## config.mk

```make
export PLATFORM = sky130hd
export DESIGN_NAME = phy_loopback_vt_config
export DESIGN_NICKNAME = d
export VERILOG_FILES = /design/src/phy_lb_pkg.sv /design/src/phy_loopback_vt_config.sv /design/src/lb_path_ctrl.sv
export SDC_FILE = /design/constraint.sdc
export NUM_CORES = 1
export LEC_CHECK = 0
export ABC_AREA = 1
export BUFFER_PORTS_ARGS = -buffer_cell sky130_fd_sc_hd__buf_2
export CAP_MARGIN = 20
export CORE_MARGIN = 2
export CORE_UTILIZATION = 40
export CTS_BUF_LIST = sky130_fd_sc_hd__clkbuf_4
export DETAILED_ROUTE_END_ITERATION = 12
export PLACE_DENSITY = 0.66
export SLEW_MARGIN = 20
export SYNTH_ARGS = -nofsm -noshare
export SYNTH_HDL_FRONTEND = slang
export SYNTH_SLANG_ARGS = --single-unit
```

## constraint.sdc

```tcl
create_clock -name sys_clk -period 2.1 [get_ports sys_clk]
set_clock_uncertainty 0.05 [all_clocks]
set_input_delay 0.42 -clock sys_clk [delete_from_list [all_inputs] [get_ports sys_clk]]
set_output_delay 0.42 -clock sys_clk [all_outputs]
set_load 0.02 [all_outputs]
```

## src/phy_lb_pkg.sv

```systemverilog
// package: register offsets, field positions and codes for the loopback/vt config register
// assumes nothing of its surroundings
package phy_lb_pkg;
  localparam int                 ADDR_W          = 4;
  localparam logic [ADDR_W-1:0]  CFG1_OFFSET     = 4'h0;
  localparam logic [ADDR_W-1:0]  STATUS_OFFSET   = 4'h4;
  localparam logic [ADDR_W-1:0]  DLY_OFFSET      = 4'h8;
  localparam int                 LB_ACTIVE_BIT   = 31;
  localparam int                 LB_GATE_HI      = 30;
  localparam int                 LB_GATE_LO      = 29;
  localparam int                 LB_SHIFT_BIT    = 28;
  localparam int                 IO_LB_BIT       = 27;
  localparam int                 INHIBIT_BIT     = 26;
  localparam logic [31:0]        CFG1_RESET      = 32'h0000_0000;
  localparam logic [31:0]        CFG1_WMASK      = 32'hFC00_0000;
  localparam logic [7:0]         DLY_RESET       = 8'h00;
  localparam logic [7:0]         DLY_ZERO        = 8'h00;
  typedef enum logic [1:0] {
    gate_always_open = 2'b00,
    gate_trained     = 2'b01,
    gate_software    = 2'b10,
    gate_reserved    = 2'b11
  } gate_mode_t;
endpackage

```

## src/phy_loopback_vt_config.sv

```systemverilog
// loopback and vt-inhibit configuration register with avalon-mm slave
// assumes a synchronous avalon-mm master on sys_clk and word addressing by byte offsets
`timescale 1ns/100ps
module phy_loopback_vt_config
  import phy_lb_pkg::*;
#(
  parameter int VT_PERIOD = 16
)
(
  // clock and reset
  input  wire logic                          sys_clk,
  input  wire logic                          nrst,
  // avalon-mm slave
  input  wire logic [phy_lb_pkg::ADDR_W-1:0] avs_address,
  input  wire logic                          avs_read,
  input  wire logic                          avs_write,
  input  wire logic [31:0]                   avs_writedata,
  input  wire logic [3:0]                    avs_byteenable,
  output logic      [31:0]                   avs_readdata,
  output logic                               avs_waitrequest,
  output logic      [1:0]                    avs_response,
  // phy side
  input  wire logic                          oe_in,
  input  wire logic [7:0]                    vt_measured,
  output logic                               loopback_active,
  output logic                               gate_open,
  output logic                               gate_train_req,
  output logic      [7:0]                    strobe_delay,
  output logic                               lb_after_buf,
  output logic                               lb_path_ok,
  output logic      [7:0]                    vt_comp_value,
  output logic                               comp_calc_inhibit
);
  import phy_lb_pkg::*;

  // ------------------------------------------------------------
  // register state
  // ------------------------------------------------------------
  logic [31:0] cfg1_ff;
  logic [7:0]  dly_ff;
  logic [7:0]  vt_ff;
  logic [$clog2(VT_PERIOD+1)-1:0] vt_cnt_ff;
  logic        wait_ff;
  logic [31:0] rdata_ff;
  logic [1:0]  resp_ff;

  // ------------------------------------------------------------
  // decode
  // ------------------------------------------------------------
  wire logic        req;
  wire logic        req_done;
  wire logic        nxt_wait;
  wire logic        hit_cfg;
  wire logic        hit_sts;
  wire logic        hit_dly;
  wire logic        mapped;
  wire logic [31:0] bmask;
  wire logic [31:0] nxt_cfg1;
  wire logic [7:0]  nxt_dly;
  wire logic [31:0] nxt_rdata;
  wire logic [1:0]  nxt_resp;
  wire logic [31:0] status_word;
  wire logic        vt_tick;
  wire logic [$clog2(VT_PERIOD+1)-1:0] nxt_vt_cnt;
  wire logic [7:0]  nxt_vt;
  wire logic        gate_open_w;
  wire logic        train_w;
  wire logic [7:0]  sdly_w;
  wire logic        after_w;
  wire logic        ok_w;

  // taken while waitrequest is high, completed on the edge it is low
  assign req      = (avs_read || avs_write) && wait_ff;
  assign req_done = (avs_read || avs_write) && !wait_ff;
  assign nxt_wait = !req;
  assign hit_cfg  = avs_address == CFG1_OFFSET;
  assign hit_sts  = avs_address == STATUS_OFFSET;
  assign hit_dly  = avs_address == DLY_OFFSET;
  assign mapped   = hit_cfg || hit_sts || hit_dly;
  assign bmask    = {{8{avs_byteenable[3]}}, {8{avs_byteenable[2]}},
                     {8{avs_byteenable[1]}}, {8{avs_byteenable[0]}}};
  // only the upper six bits exist; the rest read zero
  assign nxt_cfg1 = (req_done && avs_write && hit_cfg) ?
                    ((cfg1_ff & ~(bmask & CFG1_WMASK)) |
                     (avs_writedata & bmask & CFG1_WMASK)) :
                    cfg1_ff;
  assign nxt_dly  = (req_done && avs_write && hit_dly && avs_byteenable[0]) ?
                    avs_writedata[7:0] : dly_ff;
  assign status_word = {8'h00, vt_ff, strobe_delay, 4'h0,
                        lb_path_ok, lb_after_buf, gate_train_req, gate_open};
  assign nxt_rdata = hit_cfg ? cfg1_ff :
                     hit_sts ? status_word :
                     hit_dly ? {24'h00_0000, dly_ff} : 32'h0000_0000;
  assign vt_tick  = vt_cnt_ff == ($clog2(VT_PERIOD+1))'(VT_PERIOD - 1);
  assign nxt_resp = mapped ? 2'b00 : 2'b11;
  // inhibit freezes both the period counter and the value
  assign nxt_vt_cnt = cfg1_ff[INHIBIT_BIT] ? vt_cnt_ff :
                      vt_tick ? '0 : vt_cnt_ff + 1'b1;
  assign nxt_vt     = (vt_tick && !cfg1_ff[INHIBIT_BIT]) ? vt_measured : vt_ff;

  // ------------------------------------------------------------
  // bus and registers
  // ------------------------------------------------------------
  // writes land on the completion edge, where waitrequest is low
  always_ff @(posedge sys_clk or negedge nrst)
  begin
    if (!nrst)
    begin
      cfg1_ff <= CFG1_RESET;
    end
    else
    begin
      cfg1_ff <= nxt_cfg1;
    end
  end

  always_ff @(posedge sys_clk or negedge nrst)
  begin
    if (!nrst)
    begin
      dly_ff <= DLY_RESET;
    end
    else
    begin
      dly_ff <= nxt_dly;
    end
  end

  // waitrequest low for exactly one cycle per transfer
  always_ff @(posedge sys_clk or negedge nrst)
  begin
    if (!nrst)
    begin
      wait_ff <= 1'b1;
    end
    else
    begin
      wait_ff <= nxt_wait;
    end
  end

  // read data and response latched when taken, held until the next request
  always_ff @(posedge sys_clk or negedge nrst)
  begin
    if (!nrst)
    begin
      rdata_ff <= 32'h0000_0000;
    end
    else
    begin
      rdata_ff <= (req && avs_read) ? nxt_rdata : rdata_ff;
    end
  end

  always_ff @(posedge sys_clk or negedge nrst)
  begin
    if (!nrst)
    begin
      resp_ff <= 2'b00;
    end
    else
    begin
      resp_ff <= req ? nxt_resp : resp_ff;
    end
  end

  // ------------------------------------------------------------
  // vt compensation tracker
  // ------------------------------------------------------------
  always_ff @(posedge sys_clk or negedge nrst)
  begin
    if (!nrst)
    begin
      vt_cnt_ff <= '0;
    end
    else
    begin
      vt_cnt_ff <= nxt_vt_cnt;
    end
  end

  always_ff @(posedge sys_clk or negedge nrst)
  begin
    if (!nrst)
    begin
      vt_ff <= DLY_RESET;
    end
    else
    begin
      vt_ff <= nxt_vt;
    end
  end

  // ------------------------------------------------------------
  // loopback path
  // ------------------------------------------------------------
  lb_path_ctrl u_path (
    .sys_clk                    (sys_clk),
    .nrst                       (nrst),
    .loopback_active            (cfg1_ff[LB_ACTIVE_BIT]),
    .loopback_strobe_gating_sel (gate_mode_t'(cfg1_ff[LB_GATE_HI:LB_GATE_LO])),
    .loopback_strobe_shift_sel  (cfg1_ff[LB_SHIFT_BIT]),
    .io_loopback_point          (cfg1_ff[IO_LB_BIT]),
    .sw_strobe_delay            (dly_ff),
    .sw_gate_open               (dly_ff[7]),
    .oe_in                      (oe_in),
    .gate_open_ff               (gate_open_w),
    .gate_train_req_ff          (train_w),
    .strobe_delay_ff            (sdly_w),
    .lb_after_buf_ff            (after_w),
    .lb_path_ok_ff              (ok_w)
  );

  assign gate_open         = gate_open_w;
  assign gate_train_req    = train_w;
  assign strobe_delay      = sdly_w;
  assign lb_after_buf      = after_w;
  assign lb_path_ok        = ok_w;
  assign loopback_active   = cfg1_ff[LB_ACTIVE_BIT];
  assign comp_calc_inhibit = cfg1_ff[INHIBIT_BIT];
  assign vt_comp_value     = vt_ff;
  assign avs_readdata      = rdata_ff;
  assign avs_response      = resp_ff;
  assign avs_waitrequest   = wait_ff;
endmodule // phy_loopback_vt_config

```

## src/lb_path_ctrl.sv

```systemverilog
// loopback path decode: strobe gate, strobe delay and loopback point steering
// assumes config bits come straight from registers in the same clock domain
`timescale 1ns/100ps
module lb_path_ctrl
  import phy_lb_pkg::*;
(
  // clock and reset
  input  wire logic       sys_clk,
  input  wire logic       nrst,
  // configuration
  input  wire logic       loopback_active,
  input  wire gate_mode_t loopback_strobe_gating_sel,
  input  wire logic       loopback_strobe_shift_sel,
  input  wire logic       io_loopback_point,
  input  wire logic [7:0] sw_strobe_delay,
  input  wire logic       sw_gate_open,
  input  wire logic       oe_in,
  // results
  output logic            gate_open_ff,
  output logic            gate_train_req_ff,
  output logic [7:0]      strobe_delay_ff,
  output logic            lb_after_buf_ff,
  output logic            lb_path_ok_ff
);
  // ------------------------------------------------------------
  // decode
  // ------------------------------------------------------------
  wire logic       nxt_gate_open;
  wire logic       nxt_gate_train;
  wire logic [7:0] nxt_strobe_delay;
  wire logic       nxt_path_ok;

  assign nxt_gate_open  = loopback_active ?
                          ((loopback_strobe_gating_sel == gate_always_open) ||
                           ((loopback_strobe_gating_sel == gate_software) && sw_gate_open)) :
                          sw_gate_open;
  assign nxt_gate_train = loopback_active &&
                          (loopback_strobe_gating_sel == gate_trained);
  assign nxt_strobe_delay = (loopback_active && !loopback_strobe_shift_sel) ?
                            DLY_ZERO : sw_strobe_delay;
  // after-buffer loopback needs oe; before-buffer ignores it
  assign nxt_path_ok = loopback_active && (io_loopback_point || oe_in);

  // ------------------------------------------------------------
  // registers
  // ------------------------------------------------------------
  always_ff @(posedge sys_clk or negedge nrst)
  begin
    if (!nrst)
    begin
      gate_open_ff      <= 1'b0;
      gate_train_req_ff <= 1'b0;
      strobe_delay_ff   <= DLY_RESET;
      lb_after_buf_ff   <= 1'b0;
      lb_path_ok_ff     <= 1'b0;
    end
    else
    begin
      gate_open_ff      <= nxt_gate_open;
      gate_train_req_ff <= nxt_gate_train;
      strobe_delay_ff   <= nxt_strobe_delay;
      lb_after_buf_ff   <= loopback_active && !io_loopback_point;
      lb_path_ok_ff     <= nxt_path_ok;
    end
  end
endmodule // lb_path_ctrl

```

==> out/results.txt <==
Post-CTS Setup Repair Bufs: 0
Placed inst area: 3510 sq um
YS warnings: 0
CTS resizes: 0
Number of synthesized flops with an enable pin: 0
Most common cell after layout, fill and taps aside: nand2_1
TNS Setup: 0 ps
CTS tree: yes
Total CTS buffers: 9
Tmin final: 1640 ps
Post-route setup slack: 456 ps
Top FF cell, synth: dfrtp_1
Largest net degree at the start of global routing: 72
Worst path arrival time: 1170 ps
Die W: 90.5 microns
Area of the multi-input gates: 1040 sq um
WP data required: 1630 ps
Final Cell Area: 3700 sq um
Fin util: 51.1%
H-Tree Depth: 3
Maxcap violations: 0
PwrDens: 971 nW/um^2
Vias in the first global route: 2285
Dpl ws: 440 ps
CORE AREA: 7250 sq um
Hold-fix buffers, CTS: 1
DRC Markers: 0
Pwr Total: 3.60 mW
Total Routed Length: 6320 microns
Hold Path Class: input port to flop
Num ports: 110
WP buf/inv: 1
Async S/R FF share, synth: 100%
Sequential fraction of the synthesis area: 59.4%
Clock sinks: 71
CTS Root Cell: clkbuf_4
Post-Layout Cell Count: 526
Distinct cells, synth: 26
Routed len/inst: 12.0 microns
Crit. End Element: output pin
N_diodes: 0
Crit Path Class: flop to output pin
Total number of vias: 2425
Row count: 31
CP cell instances: buf_2
Max incr delay on CP: 600 ps
Post-Synthesis Cells: 330
Most frequent cells in the layout: 121 x nand2_1, 87 x buf_2, 70 x dfrtp_1, 35 x nand3_1
Area contributors post-synth: dfrtp_1 58%, nand2_1 15%, nand3_1 5.8%, o21ai_1 3.0%, inv_1 2.5%
Cell taking the most area after synthesis: dfrtp_1
Status: finished, final reports clean
Min Hold Slack: 156 ps
Mapped Avg Cell Area: 9.08 sq um
Clk buf depth: 2
Area share of the largest cell type after synthesis: 58.5%
Fmax: 608 MHz
FF/Latch Area: 1780 sq um
Final setup vio count: 0
Maximum vdd drop: 280 uV
RSZ-0062 raised after global routing: false
Post-DP HPWL: 4670 microns
DR pass1 iterations: 4
CP top delay family: flip-flops
First-pass GRT wire length: 10700 microns
Placed Cells: 509
Relative slew slack: 61.2%
Synthesized cell area: 3000 sq um
Grt ovf: 0
Initial antenna violation count: 0
Leak pwr: 2.04 nW
Final hold vios: 0
Share of cells above drive strength 1: 29.3%
Worst-Margin Slew: 580 ps
Yosys reg bits: 71
Nets@finish: 476
Crit-path slowest cell: dfstp_2
Initial DRC count: 95
Worst-Skew Late Latency: 400 ps
GP Congestion: 0.753
Startpoint Class: flop
Area Overhead vs Synth: 23.6%
CP Max Fanout: 5
Slew Limit Fails: 0
Vias/cell: 4.61
Starting Density: 41.3%
Clk pin slew, worst setup/hold paths: 120 ps
Fin crit share: 78.3%
Layout fillers: 719
Gr usage total: 16.6%
Buffers added on ports: 87
Die Span Y: 90.5 microns
Die Area: 8200 sq um
Routed Antenna Nets: 0
## flip-flops by register name, indices dropped and copies added, names as in the netlist, named ones only
register,flops
avs_readdata,30
avs_response,1
u_path.strobe_delay_ff,8
avs_waitrequest,1
vt_comp_value,8
u_path.gate_open_ff,1
vt_cnt_ff,5
dly_ff,8
u_path.lb_path_ok_ff,1
u_path.lb_after_buf_ff,1
u_path.gate_train_req_ff,1
## kinds of logic (layout without fill, tap and decap cells)
family	after synthesis	count (layout)	share of synthesized area, %
compound gates	31	31	5.51
xor+xnor	1	1	0.292
fa+ha+maj	1	1	0.418
buf+inv	36	132	6.14
flops	71	71	59.4
other cells	1	2	0.125
simple gates	189	189	28.2
## power breakdown
part / internal [mW] / switching (mW)
Combinational: 0.272 / 0.523
Clock: 0.595 / 0.464
Sequential: 1.58 / 0.164
Total: 2.44 / 1.15
## layout make-up
cell class,instances,share of cell area (%)
clock inverter,7,3.01
multi-input combinational,224,28.0
timing repair buffer,94,13.6
clock buffer,9,1.82
sequential,71,48.0
tap,99,3.34
inverter,22,2.23
## cells in the mapped netlist (2+ instances only)
cell type  count
nand2_1      121
dfrtp_1       70
nand3_1       35
inv_1         20
nor2_1        20
o21ai_1       18
o21ai_0        8
buf_2          6
buf_4          5
nor2_4         5
buf_6          3
a21oi_1        2
inv_2          2
nand3_4        2
o21ai_2        2
## final timing paths
kind,from,to,slack [ps],cells after the start
setup / recovery,avs_waitrequest,avs_waitrequest,460,1
hold / removal,avs_writedata[31],flop,160,3
setup reg to reg,avs_waitrequest,avs_readdata[22],530,4
hold reg to reg,flop,u_path.gate_train_req_ff,420,1
max in group asynchronous,nrst,avs_waitrequest,1160,3
min in group asynchronous,nrst,avs_readdata[16],520,3
## per-layer routing
layer  part of all wire, %  vias up  wire length [microns]  GRT usage [%]
li1                      -     1228                      -              -
met3                   5.5        0                    347           3.59
met2                    49       62                   3110           26.6
met1                    45     1135                   2860           21.6
met5                     0        -                      0              0
met4                     0        0                      0           7.31
Power figures use the tool's default switching activity.
